### src/lb_decode_params.svh
`ifndef LB_DECODE_PARAMS_SVH
`define LB_DECODE_PARAMS_SVH

// mode pin codes
`define MODE_PINS_LB8      2'h0
`define MODE_PINS_PARPORT  2'h1
`define MODE_PINS_LB32     2'h2

// fields of the local bus configuration word
`define CFG_IO_SIZE_LSB    20
`define CFG_IO_SIZE_W      3
`define CFG_CS_BIT_LSB     23
`define CFG_CS_BIT_W       4
`define CFG_MEM_SIZE_LSB   27
`define CFG_MEM_SIZE_W     2

// i/o block size limits, as log2 of bytes, and the highest i/o decode bit
`define IO_LOG2_MIN        4'h2
`define IO_LOG2_MAX        4'h8
`define CS_BIT_MAX         4'h8
// memory decode bit is offset from the configured code by this much
`define MEM_CS_BIT_OFFSET  5'h04

// fixed window masks (address bits that lie inside the window) and the 16K memory size code
`define MASK_4K            32'h0000_0FFF
`define MASK_16K           32'h0000_3FFF
`define MASK_8B            32'h0000_0007
`define MEM_SIZE_16K       2'h1

// reset values of registered outputs
`define ADDR_RESET         12'h000
`define SELECT_IDLE        4'hF

`endif

### src/lb_decode_pkg.sv
package lb_decode_pkg;

   // function chosen by the mode pins
   typedef enum logic [1:0] {
      FUNC_LB8,
      FUNC_LB32,
      FUNC_PARPORT
   } func_type;

   // address space of a pci access
   typedef enum logic [1:0] {
      SPACE_NONE,
      SPACE_IO,
      SPACE_MEM
   } space_type;

endpackage

### src/local_bus_decoder.sv
// Overview of operation
// - i/o window size configurable 4..256 bytes
// - two adjacent bits decode four i/o selects
// - 8-bit mode: address lines copy pci bits
// - lines above small i/o block read zero
// - select number equals two decode bits
// - upper decode bit outside block: two selects
// - both bits outside block: select 0 only
// - 8-bit memory window fixed 4K, dword only
// - 8-bit memory: pci bits 9:2 on lines
// - 8-bit memory selects from pci bits 11:10
// - strobe style turns selects into strobes
// - 32-bit mode: twelve address lines
// - 32-bit mode: pci bits 13:2 on lines
// - 32-bit memory window 4K or 16K
// - 32-bit memory honours configured decode bit
// - parallel port: two i/o windows, no memory
// - port base window size from config bits
// - port extended window fixed 8 bytes
// - local bus: window 0 i/o, window 1 memory
`include "lb_decode_params.svh"
`timescale 1ns/100ps
`default_nettype none

module local_bus_decoder
   import lb_decode_pkg::*;
(
   // clock and reset
   input  wire logic        sys_clk_i,
   input  wire logic        sys_rst_i,
   // configuration
   input  wire logic [1:0]  mode_pins_i,
   input  wire logic        strobe_style_i,
   input  wire logic [31:0] local_bus_config_word_i,
   // window bases assigned by the host
   input  wire logic [31:0] bar0_base_i,
   input  wire logic [31:0] bar1_base_i,
   // pci access in progress
   input  wire logic        access_active_i,
   input  wire logic        access_io_i,
   input  wire logic        access_mem_i,
   input  wire logic [31:0] pci_addr_i,
   // window sizes requested from the host
   output logic      [31:0] bar0_size_mask_o,
   output logic      [31:0] bar1_size_mask_o,
   output logic             bar1_is_io_o,
   // hit indications
   output logic             lb_cycle_o,
   output logic             port_base_hit_o,
   output logic             port_ext_hit_o,
   // local bus
   output logic      [11:0] local_addr_lines_o,
   output logic             local_select0_n_o,
   output logic             local_select1_n_o,
   output logic             local_select2_n_o,
   output logic             local_select3_n_o,
   output logic             local_strobe0_n_o,
   output logic             local_strobe1_n_o,
   output logic             local_strobe2_n_o,
   output logic             local_strobe3_n_o
);

   // mask of address bits inside a window of 2**log2 bytes
   function automatic logic [31:0] log2_mask(input logic [3:0] log2);
      log2_mask = (32'h0000_0001 << log2) - 32'h0000_0001;
   endfunction

   // true when the address falls in the window at base
   function automatic logic in_window(input logic [31:0] addr,
                                      input logic [31:0] base,
                                      input logic [31:0] mask);
      in_window = ((addr ^ base) & ~mask) == 32'h0000_0000;
   endfunction

   // two decode bits starting at bit lo of an in-window offset
   function automatic logic [1:0] pick_select(input logic [31:0] off,
                                              input logic [4:0]  lo);
      logic [31:0] shifted;
      shifted = off >> lo;
      pick_select = shifted[1:0];
   endfunction

   // route the active-low vector to one pin set, the other idles high
   function automatic logic [3:0] route_pins(input logic [3:0] vec_n,
                                             input logic       use_set);
      route_pins = use_set ? vec_n : `SELECT_IDLE;
   endfunction

   // function selected by the mode pins
   func_type func;
   assign func = (mode_pins_i == `MODE_PINS_PARPORT) ? FUNC_PARPORT :
                 (mode_pins_i == `MODE_PINS_LB32)    ? FUNC_LB32 :
                                                       FUNC_LB8;

   wire logic is_lb32 = (func == FUNC_LB32);
   wire logic is_port = (func == FUNC_PARPORT);

   // space of the current access
   space_type space;
   assign space = access_io_i  ? SPACE_IO  :
                  access_mem_i ? SPACE_MEM : SPACE_NONE;

   // configuration fields
   wire logic [2:0] cfg_io_size =
      local_bus_config_word_i[`CFG_IO_SIZE_LSB +: `CFG_IO_SIZE_W];
   wire logic [3:0] cfg_cs_bit =
      local_bus_config_word_i[`CFG_CS_BIT_LSB +: `CFG_CS_BIT_W];
   wire logic [1:0] cfg_mem_size =
      local_bus_config_word_i[`CFG_MEM_SIZE_LSB +: `CFG_MEM_SIZE_W];

   // i/o block log2 size: code n gives 2**(n+1) bytes, code 0 raised to 4, 4..256
   wire logic [3:0] io_log2_raw = {1'b0, cfg_io_size} + 4'h1;
   wire logic [3:0] io_log2 =
      (io_log2_raw < `IO_LOG2_MIN) ? `IO_LOG2_MIN :
      (io_log2_raw > `IO_LOG2_MAX) ? `IO_LOG2_MAX : io_log2_raw;
   wire logic [31:0] io_mask = log2_mask(io_log2);

   // memory window size for each local bus width
   wire logic [31:0] mem_mask =
      (is_lb32 && cfg_mem_size == `MEM_SIZE_16K) ?
      `MASK_16K : `MASK_4K;

   // requested window sizes
   wire logic [31:0] bar0_mask = io_mask;
   wire logic [31:0] bar1_mask =
      is_port ? `MASK_8B : mem_mask;

   // window hits
   wire logic io_space  = (space == SPACE_IO);
   wire logic mem_space = (space == SPACE_MEM);
   wire logic bar0_hit =
      io_space && in_window(pci_addr_i, bar0_base_i, bar0_mask);
   wire logic bar1_hit_io =
      io_space && is_port && in_window(pci_addr_i, bar1_base_i, bar1_mask);
   wire logic bar1_hit_mem =
      mem_space && !is_port &&
      in_window(pci_addr_i, bar1_base_i, bar1_mask);

   // local bus cycles: window 0 by i/o, window 1 by memory
   wire logic lb_io_hit  = bar0_hit && !is_port;
   wire logic lb_mem_hit = bar1_hit_mem;
   wire logic lb_hit = access_active_i && (lb_io_hit || lb_mem_hit);

   // offsets within each window
   wire logic [31:0] io_off  = pci_addr_i & io_mask;
   wire logic [31:0] mem_off = pci_addr_i & mem_mask;

   // lowest decode bit, never above bit 8 for i/o
   wire logic [3:0] io_cs_bit =
      (cfg_cs_bit > `CS_BIT_MAX) ? `CS_BIT_MAX : cfg_cs_bit;
   wire logic [4:0] mem32_cs_bit =
      {1'b0, cfg_cs_bit} + `MEM_CS_BIT_OFFSET;

   // i/o select: decode bits beyond the block read zero
   wire logic [1:0] io_select =
      pick_select(io_off, {1'b0, io_cs_bit});

   // memory select: fixed bits 11:10 in 8-bit mode
   wire logic [1:0] mem8_select  = pci_addr_i[11:10];
   wire logic [1:0] mem32_select = pick_select(mem_off, mem32_cs_bit);
   wire logic [1:0] mem_select =
      is_lb32 ? mem32_select : mem8_select;

   wire logic [1:0] select_num =
      lb_io_hit ? io_select : mem_select;

   // address lines for each width and space
   wire logic [11:0] io8_lines  = {4'h0, io_off[7:0]};
   wire logic [11:0] mem8_lines = {4'h0, pci_addr_i[9:2]};
   // 32-bit memory lines carry the raw pci bits, even in a 4K window
   wire logic [11:0] io32_lines  = io_off[13:2];
   wire logic [11:0] mem32_lines = pci_addr_i[13:2];
   wire logic [11:0] lines32 =
      lb_io_hit ? io32_lines : mem32_lines;
   wire logic [11:0] lines8 =
      lb_io_hit ? io8_lines : mem8_lines;
   wire logic [11:0] next_addr_lines =
      is_lb32 ? lines32 : lines8;

   // one-hot active-low select vector, idle unless a hit
   wire logic [3:0] select_onehot = 4'h1 << select_num;
   wire logic [3:0] next_select_n =
      lb_hit ? ~select_onehot : `SELECT_IDLE;

   // the chosen signalling style routes the vector to one pin set
   wire logic [3:0] next_cs_n = route_pins(next_select_n, !strobe_style_i);
   wire logic [3:0] next_ds_n =
      route_pins(next_select_n, strobe_style_i);

   // port window hits
   wire logic next_port_base = access_active_i && bar0_hit && is_port;
   wire logic next_port_ext  = access_active_i && bar1_hit_io;

   // registered chip selects, idle high
   logic [3:0] cs_n;
   always_ff @(posedge sys_clk_i) begin
      if (sys_rst_i) begin
         cs_n <= `SELECT_IDLE;
      end else begin
         cs_n <= next_cs_n;
      end
   end

   // registered data strobes, idle high
   logic [3:0] ds_n;
   always_ff @(posedge sys_clk_i) begin
      if (sys_rst_i) begin
         ds_n <= `SELECT_IDLE;
      end else begin
         ds_n <= next_ds_n;
      end
   end

   // registered address lines, held between accesses
   logic [11:0] addr_lines;
   always_ff @(posedge sys_clk_i) begin
      if (sys_rst_i) begin
         addr_lines <= `ADDR_RESET;
      end else if (lb_hit) begin
         addr_lines <= next_addr_lines;
      end
   end

   // registered local bus cycle flag
   logic lb_cycle;
   always_ff @(posedge sys_clk_i) begin
      if (sys_rst_i) begin
         lb_cycle <= 1'b0;
      end else begin
         lb_cycle <= lb_hit;
      end
   end

   // registered port base window hit
   logic port_base;
   always_ff @(posedge sys_clk_i) begin
      if (sys_rst_i) begin
         port_base <= 1'b0;
      end else begin
         port_base <= next_port_base;
      end
   end

   // registered port extended window hit
   logic port_ext;
   always_ff @(posedge sys_clk_i) begin
      if (sys_rst_i) begin
         port_ext <= 1'b0;
      end else begin
         port_ext <= next_port_ext;
      end
   end

   // window 0 size request, following the i/o size field
   logic [31:0] bar0_size;
   always_ff @(posedge sys_clk_i) begin
      if (sys_rst_i) begin
         bar0_size <= `MASK_8B;
      end else begin
         bar0_size <= bar0_mask;
      end
   end

   // window 1 size request, per function, 4K or 16K by the memory size field in 32-bit mode
   logic [31:0] bar1_size;
   always_ff @(posedge sys_clk_i) begin
      if (sys_rst_i) begin
         bar1_size <= `MASK_4K;
      end else begin
         bar1_size <= bar1_mask;
      end
   end

   // window 1 space: i/o only for the parallel port
   logic bar1_io;
   always_ff @(posedge sys_clk_i) begin
      if (sys_rst_i) begin
         bar1_io <= 1'b0;
      end else begin
         bar1_io <= is_port;
      end
   end

   // window size and hit outputs
   assign bar0_size_mask_o   = bar0_size;
   assign bar1_size_mask_o   = bar1_size;
   assign bar1_is_io_o       = bar1_io;
   assign lb_cycle_o         = lb_cycle;
   assign port_base_hit_o    = port_base;
   assign port_ext_hit_o     = port_ext;

   // local bus pins
   assign local_addr_lines_o = addr_lines;
   assign local_select0_n_o  = cs_n[0];
   assign local_select1_n_o  = cs_n[1];
   assign local_select2_n_o  = cs_n[2];
   assign local_select3_n_o  = cs_n[3];
   assign local_strobe0_n_o  = ds_n[0];
   assign local_strobe1_n_o  = ds_n[1];
   assign local_strobe2_n_o  = ds_n[2];
   assign local_strobe3_n_o  = ds_n[3];

endmodule

`default_nettype wire

### config.mk
export PLATFORM = sky130hd
export DESIGN_NAME = local_bus_decoder
export DESIGN_NICKNAME = d
export VERILOG_FILES = /design/src/lb_decode_pkg.sv /design/src/local_bus_decoder.sv
export VERILOG_INCLUDE_DIRS = /design/src /design/src/src
export SDC_FILE = /design/constraint.sdc
export NUM_CORES = 1
export LEC_CHECK = 0
export ABC_AREA = 1
export ABC_CLOCK_PERIOD_IN_PS = 2350
export BUFFER_PORTS_ARGS = -buffer_cell sky130_fd_sc_hd__buf_2
export CAP_MARGIN = 15
export CORE_MARGIN = 8
export CORE_UTILIZATION = 42
export DETAILED_ROUTE_END_ITERATION = 10
export PLACE_DENSITY_LB_ADDON = 0.25
export SLEW_MARGIN = 40
export SYNTH_ARGS = -nofsm -noshare
export SYNTH_HDL_FRONTEND = slang
export SYNTH_SLANG_ARGS = --single-unit
### constraint.sdc
create_clock -name sys_clk_i -period 2.35 [get_ports sys_clk_i]
set_clock_uncertainty 0.1 [all_clocks]
set_input_delay 0.47 -clock sys_clk_i [delete_from_list [all_inputs] [get_ports sys_clk_i]]
set_output_delay 0.47 -clock sys_clk_i [all_outputs]
set_load 0.01 [all_outputs]
==> results.py <==
metrics = {
    "status": {
        "status": "finished, final reports clean",
    },
    "timing": {
        "fmax_mhz": 453,
        "slew_viol_final": 0,
        "tns_ps": 0,
        "fin_crit_ps": 2210,
        "final_hold_viol_count": 0,
        "fin_crit_sh_pct": 94.0,
        "hold_ws_ps": 225,
        "finalSetupViolCount": 0,
    },
    "grt": {
        "grt_overflow_total": 0,
        "grt_use_total_pct": 18.8,
        "grt_max_degree": 20,
        "first_global_vias": 4525,
        "antenna_found_initial": 2,
        "grt_pass1_wl_mm": 20.4,
    },
    "floorplanning": {
        "die_h_um": 116,
        "ios": 224,
        "die-area_um2": 13500,
        "coreArea_um2": 9730,
        "fp.dieW_um": 116,
        "fp-row-count": 36,
        "initial_core_util_pct": 43.2,
    },
    "cts": {
        "cts_buffers": 5,
        "htreeDepth": 2,
        "cts_hold_buffers": 0,
        "cts.clk_slew.worst_paths_ps": 110,
        "clock_latency_ps": 310,
        "clock-root-buffer": "clkbuf_8",
        "cts.sinks": 56,
        "cts_tree": "yes",
        "cts_buffer_depth": 2,
    },
    "worst_hold_path": {
        "min_path_cells": 2,
        "min_path_type": "in -> reg",
    },
    "placed_design": {
        "port_buffers": 174,
        "dp_cells": 1052,
        "globalplace.congestion": 0.924,
        "place_hpwl_mm": 10.9,
    },
    "logic_synthesis": {
        "synthesis.area_um2": 4200,
        "ys_ff_latch": 56,
        "async_flop_share_pct": 0,
        "avgSynthCellArea_um2": 6.06,
        "synth.distinct_cells": 37,
        "synth-edff-count": 0,
        "synth_warnings": 0,
        "synthFlopType": "dfxtp_1",
        "syn_inst": 694,
        "yosysSeqAreaShare_pct": 26.7,
    },
    "setup_path": {
        "critPathMaxStageDelay_ps": 210,
        "arrival_ps": 2360,
        "cp-start-kind": "input pin",
        "path_buf_inv": 6,
        "cp_slowest_cell": "nand4_4",
        "crit_chain": "buf_2, buf_4, buf_4, inv_1, nor2_2, buf_4, nand4_2, nand2_2, nand2_1, nand2_2, inv_2, nand4_4, nand2_4, nand3_1, o21ai_0",
        "crit_path_frequent_cell": "buf_4",
        "end_kind": "flop",
        "crit_family": "simple AND/OR/NAND/NOR gates",
        "worstSetupPathDepth": 15,
        "cp_data_required_time_ps": 2500,
        "rr_worst_depth": 4,
        "critPathKind": "in -> reg",
        "worstPathMaxFanout": 7,
    },
    "power": {
        "clkPwrFrac_pct": 25.4,
        "power_switching_mw": 0.755,
        "power.internal_mw": 1.49,
        "power_density_nw_per_um2": 396,
        "p_sw_share_pct": 33.6,
        "p_leak_nw": 3.26,
        "peakVddDrop_mv": 0.256,
        "p_comb_share_pct": 30.8,
        "p_seq_share_pct": 43.9,
    },
    "route": {
        "routed_wirelength_mm": 12.8,
        "via_per_inst": 4.36,
        "wl_met2_mm": 6.13,
        "highest_layer": "met5",
        "vias": 4628,
        "drc": 0,
        "antenna_left": 0,
        "drt_iter0_drc": 247,
        "wl_met3_mm": 1.03,
        "wl_per_cell_um": 12.0,
        "drt-met1-wl_mm": 5.32,
        "dr.pass1.iters": 4,
    },
    "job": {
        "maxCapViolCount": 0,
    },
    "layout": {
        "drive_gt1_share_pct": 30.0,
        "area_delta_synth_final_pct": 35.0,
        "final_nets": 1066,
        "final_cell_count_no_fill": 1062,
    },
}
-- per-stage QoR --
step | total power, mW | area (um^2) | setup WS [ps] | utilization (%)
3_5_place_dp | 1.68 | 5490 | -222 | 56.4
6_report | 2.25 | 5680 | 142 | 58.3
5_1_grt | 2.40 | 5680 | -14.9 | 58.3
4_1_cts | 2.26 | 5590 | 123 | 57.4
3_3_place_gp | 1.68 | 5490 | -187 | 56.4
2_1_floorplan | 1.42 | 4370 | 74.3 | -
-- kinds of logic after synthesis --
kind of cell | share of synthesized area [%]
and+or+nand+nor | 41.6
buffers and inverters | 17.6
DFF | 26.7
AOI/OAI and AO/OA | 6.43
xor gates and xnor gates | 6.67
adders and majority gates | 0.893
other | 0.179
-- cell usage after synthesis, types with 8 or more instances --
library cell  instances  area [um^2]
nand2_1             225          845
xor2_1                9         78.8
o21ai_0              19         95.1
buf_4                32          240
xnor2_1              23          201
nand2_2               8         50.1
nor2_1               74          278
nand4_1              18          113
a21oi_1              23          115
dfxtp_1              56         1120
inv_1               105          394
nand3_1              47          235
-- cell type report --
type | instances | area [um^2]
timing repair buffer | 229 | 1310
fill | 1020 | 4050
tap | 133 | 166
multi-input combinational | 528 | 2580
sequential | 56 | 1120
inverter | 107 | 405
clock buffer | 5 | 68.8
clock inverter | 3 | 27.5
antenna | 1 | 2.50
-- worst paths after layout --
| check | from | end | slack, ps |
|---|---|---|---|
| setup reg to reg | local_addr_lines_o[8]$_SDFFE_PP0P_ | local_addr_lines_o[8]$_SDFFE_PP0P_ | 1600 |
| hold / removal | local_bus_config_word_i[28] | bar1_size_mask_o[12]$_SDFF_PP0_ | 220 |
| hold reg to reg | local_addr_lines_o[10]$_SDFFE_PP0P_ | local_addr_lines_o[10]$_SDFFE_PP0P_ | 400 |
| setup / recovery | local_bus_config_word_i[20] | local_addr_lines_o[11]$_SDFFE_PP0P_ | 140 |
-- repair_timing --
action                                 CTS  global route
endpoints found under the hold margin    0             0
gates resized for setup                  0            18
setup endpoints to repair                0            20
setup buffers                            0             1
-- layout by cell type, fill, tap and decap left out, types with 9 or more instances in the layout --
master and n:
xor2_1 9, nor2_1 72, buf_4 51, buf_2 174, a21oi_1 23, nand3_1 46, conb_1 47, xnor2_1 23
nand2_1 220, o21ai_0 19, inv_1 103, nand4_1 18, nand2_2 13, dfxtp_1 56
-- power groups by stage --
stage / logic, mW / registers, mW / clock network, mW
6_report: 0.692 / 0.986 / 0.570
5_1_grt: 0.778 / 0.991 / 0.631
4_1_cts: 0.678 / 0.987 / 0.591
3_5_place_dp: 0.674 / 1.01 / 0
3_3_place_gp: 0.669 / 1.01 / 0
2_1_floorplan: 0.394 / 1.03 / 0
-- registers in the layout (all words and copies together), names as in the netlist, 2 cells and up --
register	count
bar0_size_mask_o	30
ds_n	4
local_addr_lines_o	12
bar1_size_mask_o	2
cs_n	4
-- metal layers --
metal	vias up	global-route usage [%]
li1	2518	-
met1	1922	21.9
met2	166	33.3
met3	20	4.43
met4	2	5.70
met5	-	0
(Power assumes the default switching activity.)
